--- config.mk ---
export PLATFORM = sky130hd
export DESIGN_NAME = ispm_top
export DESIGN_NICKNAME = d
export VERILOG_FILES = /design/src/verilog/ispm_pkg.sv /design/src/verilog/ispm_apb_slave.sv /design/src/verilog/ispm_latch_bank.sv /design/src/verilog/ispm_top.sv
export SDC_FILE = /design/constraint.sdc
export NUM_CORES = 1
export LEC_CHECK = 0
export CAP_MARGIN = 10
export CORE_UTILIZATION = 42
export CTS_CLUSTER_DIAMETER = 60
export DETAILED_ROUTE_END_ITERATION = 12
export DONT_BUFFER_PORTS = 1
export PLACE_DENSITY = 0.6
export SYNTH_ARGS = -nofsm -noshare
export SYNTH_HDL_FRONTEND = slang
export SYNTH_SLANG_ARGS = --single-unit
--- constraint.sdc ---
create_clock -name sys_clk_in -period 1.8 [get_ports sys_clk_in]
set_input_delay 0.09 -clock sys_clk_in [delete_from_list [all_inputs] [get_ports sys_clk_in]]
set_output_delay 0.09 -clock sys_clk_in [all_outputs]
set_load 0.05 [all_outputs]
--- src/verilog/ispm_pkg.sv ---
// Package for the interrupt source latch and fast-path select front end.
// Assumes a 32-bit APB register bus and one system clock.
package ispm_pkg;

   localparam int          ISPM_NUM_SRC      = 32;
   localparam int          ISPM_RSVD_BIT     = 16;
   localparam logic [31:0] ISPM_RSVD_MASK    = 32'h0001_0000;

   // Register byte addresses
   localparam logic [31:0] ISPM_ADDR_LATCH   = 32'h1440_0000;
   localparam logic [31:0] ISPM_ADDR_MODE    = 32'h1440_0004;
   localparam logic [31:0] ISPM_ADDR_STATUS  = 32'h1440_0040;
   localparam logic [31:0] ISPM_ADDR_ENABLE  = 32'h1440_0044;
   localparam logic [31:0] ISPM_ADDR_CLEAR   = 32'h1440_0048;

   // Register select indices
   localparam int          ISPM_NUM_REGS     = 5;
   localparam int          ISPM_SEL_LATCH    = 0;
   localparam int          ISPM_SEL_MODE     = 1;
   localparam int          ISPM_SEL_STATUS   = 2;
   localparam int          ISPM_SEL_ENABLE   = 3;
   localparam int          ISPM_SEL_CLEAR    = 4;

   // Reset values
   localparam logic [31:0] ISPM_LATCH_RESET  = 32'h0000_0000;
   localparam logic [31:0] ISPM_MODE_RESET   = 32'h0000_0000;
   localparam logic [31:0] ISPM_ZERO_WORD    = 32'h0000_0000;

   // Event status layout
   localparam int          ISPM_EVT_W        = 3;
   localparam int          ISPM_EVT_LATCHED  = 0;
   localparam int          ISPM_EVT_FAST     = 1;
   localparam int          ISPM_EVT_CONFLICT = 2;
   localparam logic [2:0]  ISPM_EVT_RESET    = 3'h0;

   function automatic logic ispm_addr_hit(input logic [31:0] addr, input logic [31:0] reg_addr);
      return addr == reg_addr;
   endfunction

   // More than one bit set in a word
   function automatic logic ispm_multi_hot(input logic [31:0] word);
      return (word & (word - 32'h0000_0001)) != 32'h0000_0000;
   endfunction

endpackage

--- src/verilog/ispm_apb_slave.sv ---
// APB slave decode for the interrupt front end: strobes, read capture, error.
// Assumes an APB master on sys_clk_in; zero-wait access phase.
`timescale 1ns/100ps
module ispm_apb_slave
   import ispm_pkg::*;
(
   input  wire logic                     sys_clk_in,
   input  wire logic                     rst_in,
   input  wire logic                     psel_in,
   input  wire logic                     penable_in,
   input  wire logic                     pwrite_in,
   input  wire logic [31:0]              paddr_in,
   output logic      [ISPM_NUM_REGS-1:0] wr_sel_out,
   output logic      [ISPM_NUM_REGS-1:0] rd_sel_out,
   output logic                          pready_out,
   output logic                          pslverr_out
);

   logic [ISPM_NUM_REGS-1:0] hit;
   logic                     setup_phase;
   logic                     access_phase;
   logic                     next_err;
   logic                     err;

   always_comb
   begin
      hit[ISPM_SEL_LATCH]  = ispm_addr_hit(paddr_in, ISPM_ADDR_LATCH);
      hit[ISPM_SEL_MODE]   = ispm_addr_hit(paddr_in, ISPM_ADDR_MODE);
      hit[ISPM_SEL_STATUS] = ispm_addr_hit(paddr_in, ISPM_ADDR_STATUS);
      hit[ISPM_SEL_ENABLE] = ispm_addr_hit(paddr_in, ISPM_ADDR_ENABLE);
      hit[ISPM_SEL_CLEAR]  = ispm_addr_hit(paddr_in, ISPM_ADDR_CLEAR);
      setup_phase  = psel_in && !penable_in;
      access_phase = psel_in && penable_in;
      // Writes act only at the completing access edge
      wr_sel_out   = (access_phase && pwrite_in) ? hit : '0;
      // Read data is captured at the setup edge so prdata comes from a flop
      rd_sel_out   = (setup_phase && !pwrite_in) ? hit : '0;
      next_err     = setup_phase ? (hit == '0) : err;
   end

   always_ff @(posedge sys_clk_in)
   begin
      if (rst_in)
         err <= 1'b0;
      else
         err <= next_err;
   end

   assign pready_out  = access_phase;
   assign pslverr_out = access_phase && err;

endmodule // ispm_apb_slave

--- src/verilog/ispm_latch_bank.sv ---
// Sticky per-source request latch, write-one-to-clear.
// Assumes requests come from logic on sys_clk_in, so no synchroniser.
`timescale 1ns/100ps
module ispm_latch_bank
   import ispm_pkg::*;
(
   input  wire logic                    sys_clk_in,
   input  wire logic                    rst_in,
   input  wire logic [ISPM_NUM_SRC-1:0] set_in,
   input  wire logic [ISPM_NUM_SRC-1:0] clr_in,
   output logic      [ISPM_NUM_SRC-1:0] latch_out,
   output logic                         new_set_out
);

   logic [ISPM_NUM_SRC-1:0] next_latch;

   always_comb
   begin
      // Set wins over a clear in the same cycle; reserved bit never sets
      next_latch  = ((latch_out & ~clr_in) | set_in) & ~ISPM_RSVD_MASK;
      new_set_out = ((set_in & ~latch_out & ~ISPM_RSVD_MASK) != '0);
   end

   always_ff @(posedge sys_clk_in)
   begin
      if (rst_in)
         latch_out <= ISPM_LATCH_RESET;
      else
         latch_out <= next_latch;
   end

endmodule // ispm_latch_bank

--- src/verilog/ispm_top.sv ---
// Interrupt front end: source request latch, fast-path select, event status.
// Assumes same-clock peripheral requests, mask bits from the mask register,
// and a priority arbiter downstream fed by normal_req_out.
//
// How it works
// - Thirty-two bit source latch, one bit per source; bit 16 unused.
// - A raised source request sets its latch bit, which then stays set.
// - Latch bits set regardless of the mask bits.
// - The priority arbiter has no path into the latch bits.
// - A latch bit left at one keeps requesting as if new.
// - Writing the latch clears bits written one, keeps bits written zero.
// - Reading the latch returns every source still awaiting service.
// - Latch resets to all zeros.
// - Mode splits latched requests into one fast and the normal requests.
// - Thirty-two bit mode register; one selects fast path, zero normal.
// - Mode register is write-only; reads never return it.
// - Fast sources never reach the arbitrated pending or index path.
// - Mode register resets to all zeros, everything on normal path.
// - A masked source is not forwarded, though its latch bit stays.
`timescale 1ns/100ps
module ispm_top
   import ispm_pkg::*;
(
   input  wire logic                    sys_clk_in,
   input  wire logic                    rst_in,
   input  wire logic                    psel_in,
   input  wire logic                    penable_in,
   input  wire logic                    pwrite_in,
   input  wire logic [31:0]             paddr_in,
   input  wire logic [31:0]             pwdata_in,
   output logic      [31:0]             prdata_out,
   output logic                         pready_out,
   output logic                         pslverr_out,
   input  wire logic [ISPM_NUM_SRC-1:0] src_req_in,
   input  wire logic [ISPM_NUM_SRC-1:0] source_mask_bits_in,
   output logic                         fiq_req_out,
   output logic      [ISPM_NUM_SRC-1:0] normal_req_out,
   output logic                         irq_out
);

   logic [ISPM_NUM_REGS-1:0] wr_sel;
   logic [ISPM_NUM_REGS-1:0] rd_sel;
   logic [ISPM_NUM_SRC-1:0]  latch_clr;
   logic [ISPM_NUM_SRC-1:0]  source_request_latch;
   logic                     new_set;

   logic [ISPM_NUM_SRC-1:0]  fast_path_select;
   logic [ISPM_NUM_SRC-1:0]  next_fast_path_select;

   logic [ISPM_EVT_W-1:0]    evt_status;
   logic [ISPM_EVT_W-1:0]    next_evt_status;
   logic [ISPM_EVT_W-1:0]    evt_enable;
   logic [ISPM_EVT_W-1:0]    next_evt_enable;
   logic [ISPM_EVT_W-1:0]    evt_set;
   logic [ISPM_EVT_W-1:0]    evt_clr;

   logic [ISPM_NUM_SRC-1:0]  fast_live;
   logic [ISPM_NUM_SRC-1:0]  normal_live;
   logic                     next_fiq_req;
   logic [ISPM_NUM_SRC-1:0]  next_normal_req;
   logic                     next_irq;
   logic [31:0]              next_prdata;

   ispm_apb_slave u_apb
   (
      .sys_clk_in  (sys_clk_in),
      .rst_in      (rst_in),
      .psel_in     (psel_in),
      .penable_in  (penable_in),
      .pwrite_in   (pwrite_in),
      .paddr_in    (paddr_in),
      .wr_sel_out  (wr_sel),
      .rd_sel_out  (rd_sel),
      .pready_out  (pready_out),
      .pslverr_out (pslverr_out)
   );

   // Clear mask only from the bus; no arbiter input exists here
   assign latch_clr = wr_sel[ISPM_SEL_LATCH] ? pwdata_in : '0;

   ispm_latch_bank u_latch
   (
      .sys_clk_in  (sys_clk_in),
      .rst_in      (rst_in),
      .set_in      (src_req_in),        // Mask not consulted
      .clr_in      (latch_clr),
      .latch_out   (source_request_latch),
      .new_set_out (new_set)
   );

   // Mode register
   always_comb
   begin
      next_fast_path_select = fast_path_select;
      if (wr_sel[ISPM_SEL_MODE])
         next_fast_path_select = pwdata_in & ~ISPM_RSVD_MASK;
   end

   always_ff @(posedge sys_clk_in)
   begin
      if (rst_in)
         fast_path_select <= ISPM_MODE_RESET;
      else
         fast_path_select <= next_fast_path_select;
   end

   // Routing to the core and to the arbiter
   always_comb
   begin
      fast_live       = source_request_latch & fast_path_select & ~source_mask_bits_in;
      normal_live     = source_request_latch & ~fast_path_select & ~source_mask_bits_in;
      next_fiq_req    = (fast_live != '0);
      next_normal_req = normal_live;
   end

   // Event status, enable and clear
   always_comb
   begin
      evt_set                    = '0;
      evt_set[ISPM_EVT_LATCHED]  = new_set;
      evt_set[ISPM_EVT_FAST]     = next_fiq_req && !fiq_req_out;
      // Flags a software slip; the hardware still stores the word, with bit 16 cleared
      evt_set[ISPM_EVT_CONFLICT] = wr_sel[ISPM_SEL_MODE] && ispm_multi_hot(pwdata_in & ~ISPM_RSVD_MASK);
      evt_clr                    = wr_sel[ISPM_SEL_CLEAR] ? pwdata_in[ISPM_EVT_W-1:0] : '0;
      next_evt_status            = (evt_status & ~evt_clr) | evt_set;
      next_evt_enable            = evt_enable;
      if (wr_sel[ISPM_SEL_ENABLE])
         next_evt_enable = pwdata_in[ISPM_EVT_W-1:0];
      next_irq                   = ((next_evt_status & next_evt_enable) != '0);
   end

   // Read data, captured at the setup edge
   always_comb
   begin
      next_prdata = prdata_out;
      if (rd_sel != '0)
      begin
         next_prdata = ISPM_ZERO_WORD;
         if (rd_sel[ISPM_SEL_LATCH])
            next_prdata = source_request_latch;
         if (rd_sel[ISPM_SEL_STATUS])
            next_prdata[ISPM_EVT_W-1:0] = evt_status;
         if (rd_sel[ISPM_SEL_ENABLE])
            next_prdata[ISPM_EVT_W-1:0] = evt_enable;
         // Mode and clear registers read as zero
      end
      else if (psel_in && !penable_in)
         next_prdata = ISPM_ZERO_WORD;
   end

   always_ff @(posedge sys_clk_in)
   begin
      if (rst_in)
      begin
         evt_status <= ISPM_EVT_RESET;
         evt_enable <= ISPM_EVT_RESET;
      end
      else
      begin
         evt_status <= next_evt_status;
         evt_enable <= next_evt_enable;
      end
   end

   always_ff @(posedge sys_clk_in)
   begin
      if (rst_in)
      begin
         fiq_req_out    <= 1'b0;
         normal_req_out <= '0;
         irq_out        <= 1'b0;
      end
      else
      begin
         fiq_req_out    <= next_fiq_req;
         normal_req_out <= next_normal_req;
         irq_out        <= next_irq;
      end
   end

   always_ff @(posedge sys_clk_in)
   begin
      if (rst_in)
         prdata_out <= ISPM_ZERO_WORD;
      else
         prdata_out <= next_prdata;
   end

   logic [31:0] chk_req_live;
   assign chk_req_live = src_req_in & ~ISPM_RSVD_MASK;
endmodule // ispm_top
==> results.toml, run 1 <==
[timing]
whs_ns = -0.249
final_hold_viol_count = 99
fin_skew_ns = 0.00795
setup_ws_ns = 0.0295
relSlewSlack_pct = 63.5
period_minus_slack_ns = 1.77
worstMarginPinSlew_ns = 0.547
slew_violations = 0
finalCritPeriodShare_pct = 98.4
finalSetupViolCount = 0
max_freq_ghz = 0.565

[critical_path]
path_buf_inv = 0
crit_start = "u_latch.latch_out[9]"
cp-start-kind = "flop"
end_kind = "flop"
worstSetupPathType = "reg -> reg"
worstPathMaxFanout = 5
cp_slowest_stage_delay_ns = 0.39
cp.depth = 7
r2r_cells = 7
r2r-start = "u_latch.latch_out[9]"
critPathArrivalTime_ns = 2.07
crit_top_cell = "a2bb2oi_2"
path_delay_family = "simple AND/OR/NAND/NOR gates"
cp_slowest_cell = "nor4_4"
path_cells = "nand3b_1 > nand4_1 > nor4_4 > a21oi_4 > a2bb2oi_2 > a2bb2oi_2 > o21ai_1"
required_ns = 2.10

[placement]
gp_congestion = 0.864
hpwlAfterDp_um = 13500
pre_cts_slack_ns = -0.224
port_buffers = 0

[floorplan]
std_cell_rows = 41
die_w_um = 117
ioPinCount = 201
fp.dieArea_um2 = 13800
coreArea_um2 = 12800
die_height_um = 117
start_util_pct = 43.7

[grt]
use_met3_pct = 10.4
track_usage_pct = 28.5
grt.met2_usage_pct = 44.4
grt_pass1_vias = 5256
gr-total-overflow = 0
antenna_found_initial = 0
grt_max_degree = 133
gr-max-usage-layer = "met2"
gr-usage-met1_pct = 35.2
grt_pass1_wl_um = 28400

[min_path]
hp-start = "rst_in"
hp-class = "in -> reg"
holdPathStages = 1

[drt]
drt_first_pass_iters = 5
antenna_left = 0
vias_per_cell = 5.73
drc = 0
wire_per_inst_um = 20.6
totalWireLength_um = 19100
first_iter_violations = 512
via_count = 5322

[layout]
fin_util_pct = 59.0
nets = 878
diodes = 0
syn_to_final_growth_pct = 35.1
final_layout_size_suffix_gt1_share_pct = 16.6
most-common-layout-cells = "dfxtp_1, nor2_1, dlygate4sd3_1, buf_4, nand2_1"
layout_commonest_cell = "dfxtp_1"

[power_and_ir_drop]
power_per_cell_area_nw_per_um2 = 917
cellLeakagePower_nw = 3.13
ir_drop_mv = 0.590

[clock_tree]
clkSinkCount = 133
htree_num_levels = 4
postCtsHoldBufs = 68
cts_buffers = 17
clockBufferDepth = 2
cts_root_buffer = "clkbuf_16"
clkLatencyLatePin_ns = 0.42
cts_tree = "yes"
clk_pin_slew_ns = 0.06

[yosys]
synth_top_flop_cell = "dfxtp_1"
ys_ff_latch = 133
post-synth-top-area-cell = "dfxtp_1"
yosys-top-cells-area = "dfxtp_1, nor2_1, mux2i_1, nor4b_1, nand3b_1"
synth_async_sr_flop_share_pct = 0
syn-cell-area_um2 = 5580
synth.distinct_cells = 53
synth_seq_area_share_pct = 47.7
yosys.area.top_type_share_pct = 47.7
ys_warn_count = 0
syn_inst = 624
avgSynthCellArea_um2 = 8.94
synth-edff-count = 0

[run]
drv_cap = 0

[status]
status = "finished with violations"
failed_checks = "negative hold slack"
[state kept, by name, summed over array words and instances (netlist names)]
signal	count
u_latch.latch_out	31
normal_req_out	31
u_apb.err	1
fast_path_select	31
fiq_req_out	1
evt_status	3
prdata_out	31
evt_enable	3
irq_out	1
[through the flow]
stage	TNS (ns)	instances	total power [mW]	area [um2]
global placement	-0.213	829	3.52	6180
global route	-0.0353	929	7.15	7540
CTS	0	928	6.94	7450
floorplan	-0.0196	625	3.46	5590
detailed placement	-1.46	829	3.52	6180
finish	0	929	6.92	7540
[cell usage after synthesis (2+ instances only)]
| cell | n |
|---|---|
| inv_1 | 28 |
| buf_2 | 2 |
| a21oi_1 | 39 |
| or4_1 | 2 |
| nand2_1 | 41 |
| o22ai_1 | 16 |
| nor2b_1 | 7 |
| o31ai_1 | 2 |
| o211ai_1 | 2 |
| clkbuf_1 | 24 |
| o21ai_0 | 4 |
| o2111ai_1 | 2 |
| a2111oi_0 | 2 |
| nor4_2 | 2 |
| nand3_1 | 7 |
| nand2b_1 | 7 |
| a2bb2oi_1 | 2 |
| or3_2 | 2 |
| mux2i_1 | 34 |
| nor4_4 | 3 |
| nor3_1 | 8 |
| or4_4 | 2 |
| nand3b_1 | 32 |
| nand4b_1 | 2 |
| nor4_1 | 11 |
| and2_1 | 2 |
| buf_1 | 4 |
| nor4b_1 | 33 |
| nand4_1 | 11 |
| a22oi_1 | 30 |
| buf_4 | 2 |
| dfxtp_1 | 133 |
| nor2_1 | 104 |
| and3_1 | 3 |
[final timing paths]
path                         end  slack (ns)
min          fast_path_select[0]       -0.25
max reg2reg              irq_out        0.03
max                      irq_out        0.03
min reg2reg       prdata_out[18]        0.52
[worst register-to-register path, stage by stage, from the launching register on]
cell,delay (ns)
dfxtp_2,0.35
nand3b_1,0.20
nand4_1,0.20
nor4_4,0.39
a21oi_4,0.10
a2bb2oi_2,0.19
a2bb2oi_2,0.16
o21ai_1,0.08
[timing repair]
item | 4_1_cts | 5_1_grt
buffers inserted | 0 | 2
gates resized for setup | 5 | 13
pin swaps | 3 | 9
endpoints found under the hold margin | 133 | 99
endpoints found under the setup margin | 2 | 4
[routing by layer]
layer | part of all wire, % | routed length (um)
met2 | 46 | 8740
met3 | 11 | 2040
met1 | 40 | 7730
met4 | 3.1 | 598
met5 | 0 | 0
[power breakdown]
| part | switching, mW | internal [mW] |
|---|---|---|
| combinational | 0.169 | 0.233 |
| sequential | 0.152 | 3.02 |
| clock | 1.25 | 2.09 |
[area by class of cell]
type                    instances  area [um2]
clock buffers                  21         460
clock inverters                10         106
fillers                      1103        5230
inverters                      28         105
multi-input cells             432        2800
flip-flops and latches        133        2670
well taps                     172         215
repair buffers                133        1190
[cell families after synthesis]
group | count (synthesis) | synth area share, %
compound gates | 110 | 12.9
fa+ha+maj | 1 | 0.179
buf+inv | 60 | 4.22
flops | 133 | 47.7
mux | 34 | 6.10
other cells | 1 | 0.0672
simple gates | 285 | 28.8
Power figures use the tool's default switching activity.
==> run 2: changes to the inputs <==
SYNTH_HIERARCHICAL = 1   (was default)
==> results.toml, run 2 <==
[critical_path]
path_cells = "o22ai_1 > nor4_1 > buf_4 > nand4_1 > a21oi_1 > o32a_1 > o41ai_1"
r2r-start = "u_latch/latch_out[22]"
endpoint = "irq_out"
end_kind = "flop"
r2r_end = "irq_out"
cp-start-kind = "flop"
cp_slowest_cell = "dfxtp_1"
cp_slowest_stage_delay_ns = 0.43
worstSetupPathType = "reg -> reg"
r2r_setup_slack_ns = 0.10
r2r_cells = 7
critPathArrivalTime_ns = 1.99
required_ns = 2.09
worstPathMaxFanout = 5
crit_start = "u_latch/latch_out[22]"

[drt]
antenna_left = 0
drc = 0
wire_per_inst_um = 19.9
via_count = 5420
totalWireLength_um = 19100
vias_per_cell = 5.65
first_iter_violations = 405
drt_first_pass_iters = 7

[power_and_ir_drop]
power.switching_mw = 1.66
seqPwrFrac_pct = 45.3
power_per_cell_area_nw_per_um2 = 897
internal-power_mw = 5.47
power_mw = 7.13
ir_drop_mv = 0.582
cellLeakagePower_nw = 3.10
comb_power_share_pct = 5.7
power.share.clock_pct = 49.0
swShare_pct = 23.3

[timing]
tns_ns = 0
relSlewSlack_pct = 62.9
whs_ns = -0.218
finalCritPeriodShare_pct = 94.4
max_freq_ghz = 0.589
period_minus_slack_ns = 1.70
slew_violations = 0
final_hold_viol_count = 102
fin_skew_ns = 0.00827
finalSetupViolCount = 0
setup_ws_ns = 0.101
rsz0062_at_grt = "false"
worstMarginPinSlew_ns = 0.556

[placement]
hpwlAfterDp_um = 13300
port_buffers = 0
place_area_um2 = 6660
gp_congestion = 0.859
dp.cells = 865
pre_cts_slack_ns = -0.224

[grt]
grt_pass1_vias = 5412
antenna_found_initial = 0
grt_pass1_wl_um = 28700
grt_max_degree = 137
track_usage_pct = 26.4
gr-total-overflow = 0

[layout]
most-common-layout-cells = "dfxtp_1, nor2_1, buf_4, dlygate4sd3_1, a21oi_1"
diodes = 0
layout_commonest_cell = "dfxtp_1"
stdcell_count = 960
nets = 906
syn_to_final_growth_pct = 35.9
final_layout_size_suffix_gt1_share_pct = 17.5
fin_util_pct = 59.3
top_regs = "normal_req_out (32), prdata_out (32)"
finalInstanceArea_um2 = 7950

[floorplan]
die_w_um = 120
fp.dieArea_um2 = 14400
die_height_um = 120
std_cell_rows = 42
coreArea_um2 = 13400
start_util_pct = 43.7
ioPinCount = 201

[yosys]
syn-cell-area_um2 = 5850
ys_warn_count = 6
syn-num-nets = 775
syn_inst = 642
avgSynthCellArea_um2 = 9.11

[clock_tree]
cts_tree = "yes"
clockBufferDepth = 2
cts_buffers = 17
clkSinkCount = 135
clk_pin_slew_ns = 0.06
clkLatencyLatePin_ns = 0.42
cts_root_buffer = "clkbuf_16"
cts_setup_buffers = 0
htree_num_levels = 4

[min_path]
hp-class = "in -> reg"

[status]
status = "finished with violations"
failed_checks = "negative hold slack"

[run]
drv_cap = 0
run 2: cell count changes in the layout (fill, tap and decap cells not counted), sizes merged, moves of 3 or more:
| cell | previous run | this run |
|---|---|---|
| nor4 | 16 | 21 |
| nand2b | 7 | 28 |
| and2 | 2 | 32 |
| nand2 | 42 | 10 |
| a31oi | 0 | 3 |
| inv | 28 | 39 |
| nor2b | 7 | 4 |
| nor3 | 9 | 5 |
| a221oi | 0 | 4 |
| nor2 | 105 | 90 |
| o22ai | 16 | 13 |
| buf | 66 | 77 |
run 2: worst min path at each step:
stage	start	to	depth (start not counted)
after CTS	rst_in	u_latch/latch_out[4]	1
after global placement	source_mask_bits_in[27]	normal_req_out[27]	1
after global routing	rst_in	prdata_out[0]	1
after detailed placement	source_mask_bits_in[3]	normal_req_out[3]	1
final	rst_in	prdata_out[0]	1
after floorplan	rst_in	u_latch/latch_out[31]	1
run 2: critical path, delay by kind of cell (launching register included):
| kind | cells | cell delay [ns] |
|---|---|---|
| compound gates | 4 | 0.55 |
| simple gates | 2 | 0.42 |
| flops | 1 | 0.43 |
| buf+inv | 1 | 0.17 |
run 2: per-layer routing:
layer	up-vias	global-route usage (%)	share of wire [%]
met5	-	0	0
met4	0	7.50	1.4
met3	24	9.79	8.5
met2	209	43.2	48
met1	2623	32.1	42
li1	2564	-	-
run 2: power groups by stage:
stage,Clock [mW],Sequential [mW],Combinational (mW)
after detailed placement,0,3.29,0.297
after CTS,3.53,3.23,0.393
after global routing,3.67,3.24,0.436
final,3.50,3.23,0.406
after global placement,0,3.29,0.290
after floorplan,0,3.27,0.235
run 2: final cells by class:
cell class,instances,area (um2)
Inverter,39,146
Sequential cell,135,2710
Clock inverter,11,154
Tap cell,176,220
Fill cell,1220,5450
Clock buffer,19,433
Multi-Input combinational cell,438,3010
Timing Repair Buffer,142,1280
run 2: repair_timing:
action | in CTS | in global routing
hold buffers | 64 | 1
setup endpoints to repair | 0 | 5
hold endpoints to repair | 134 | 102
resized for setup | 0 | 12
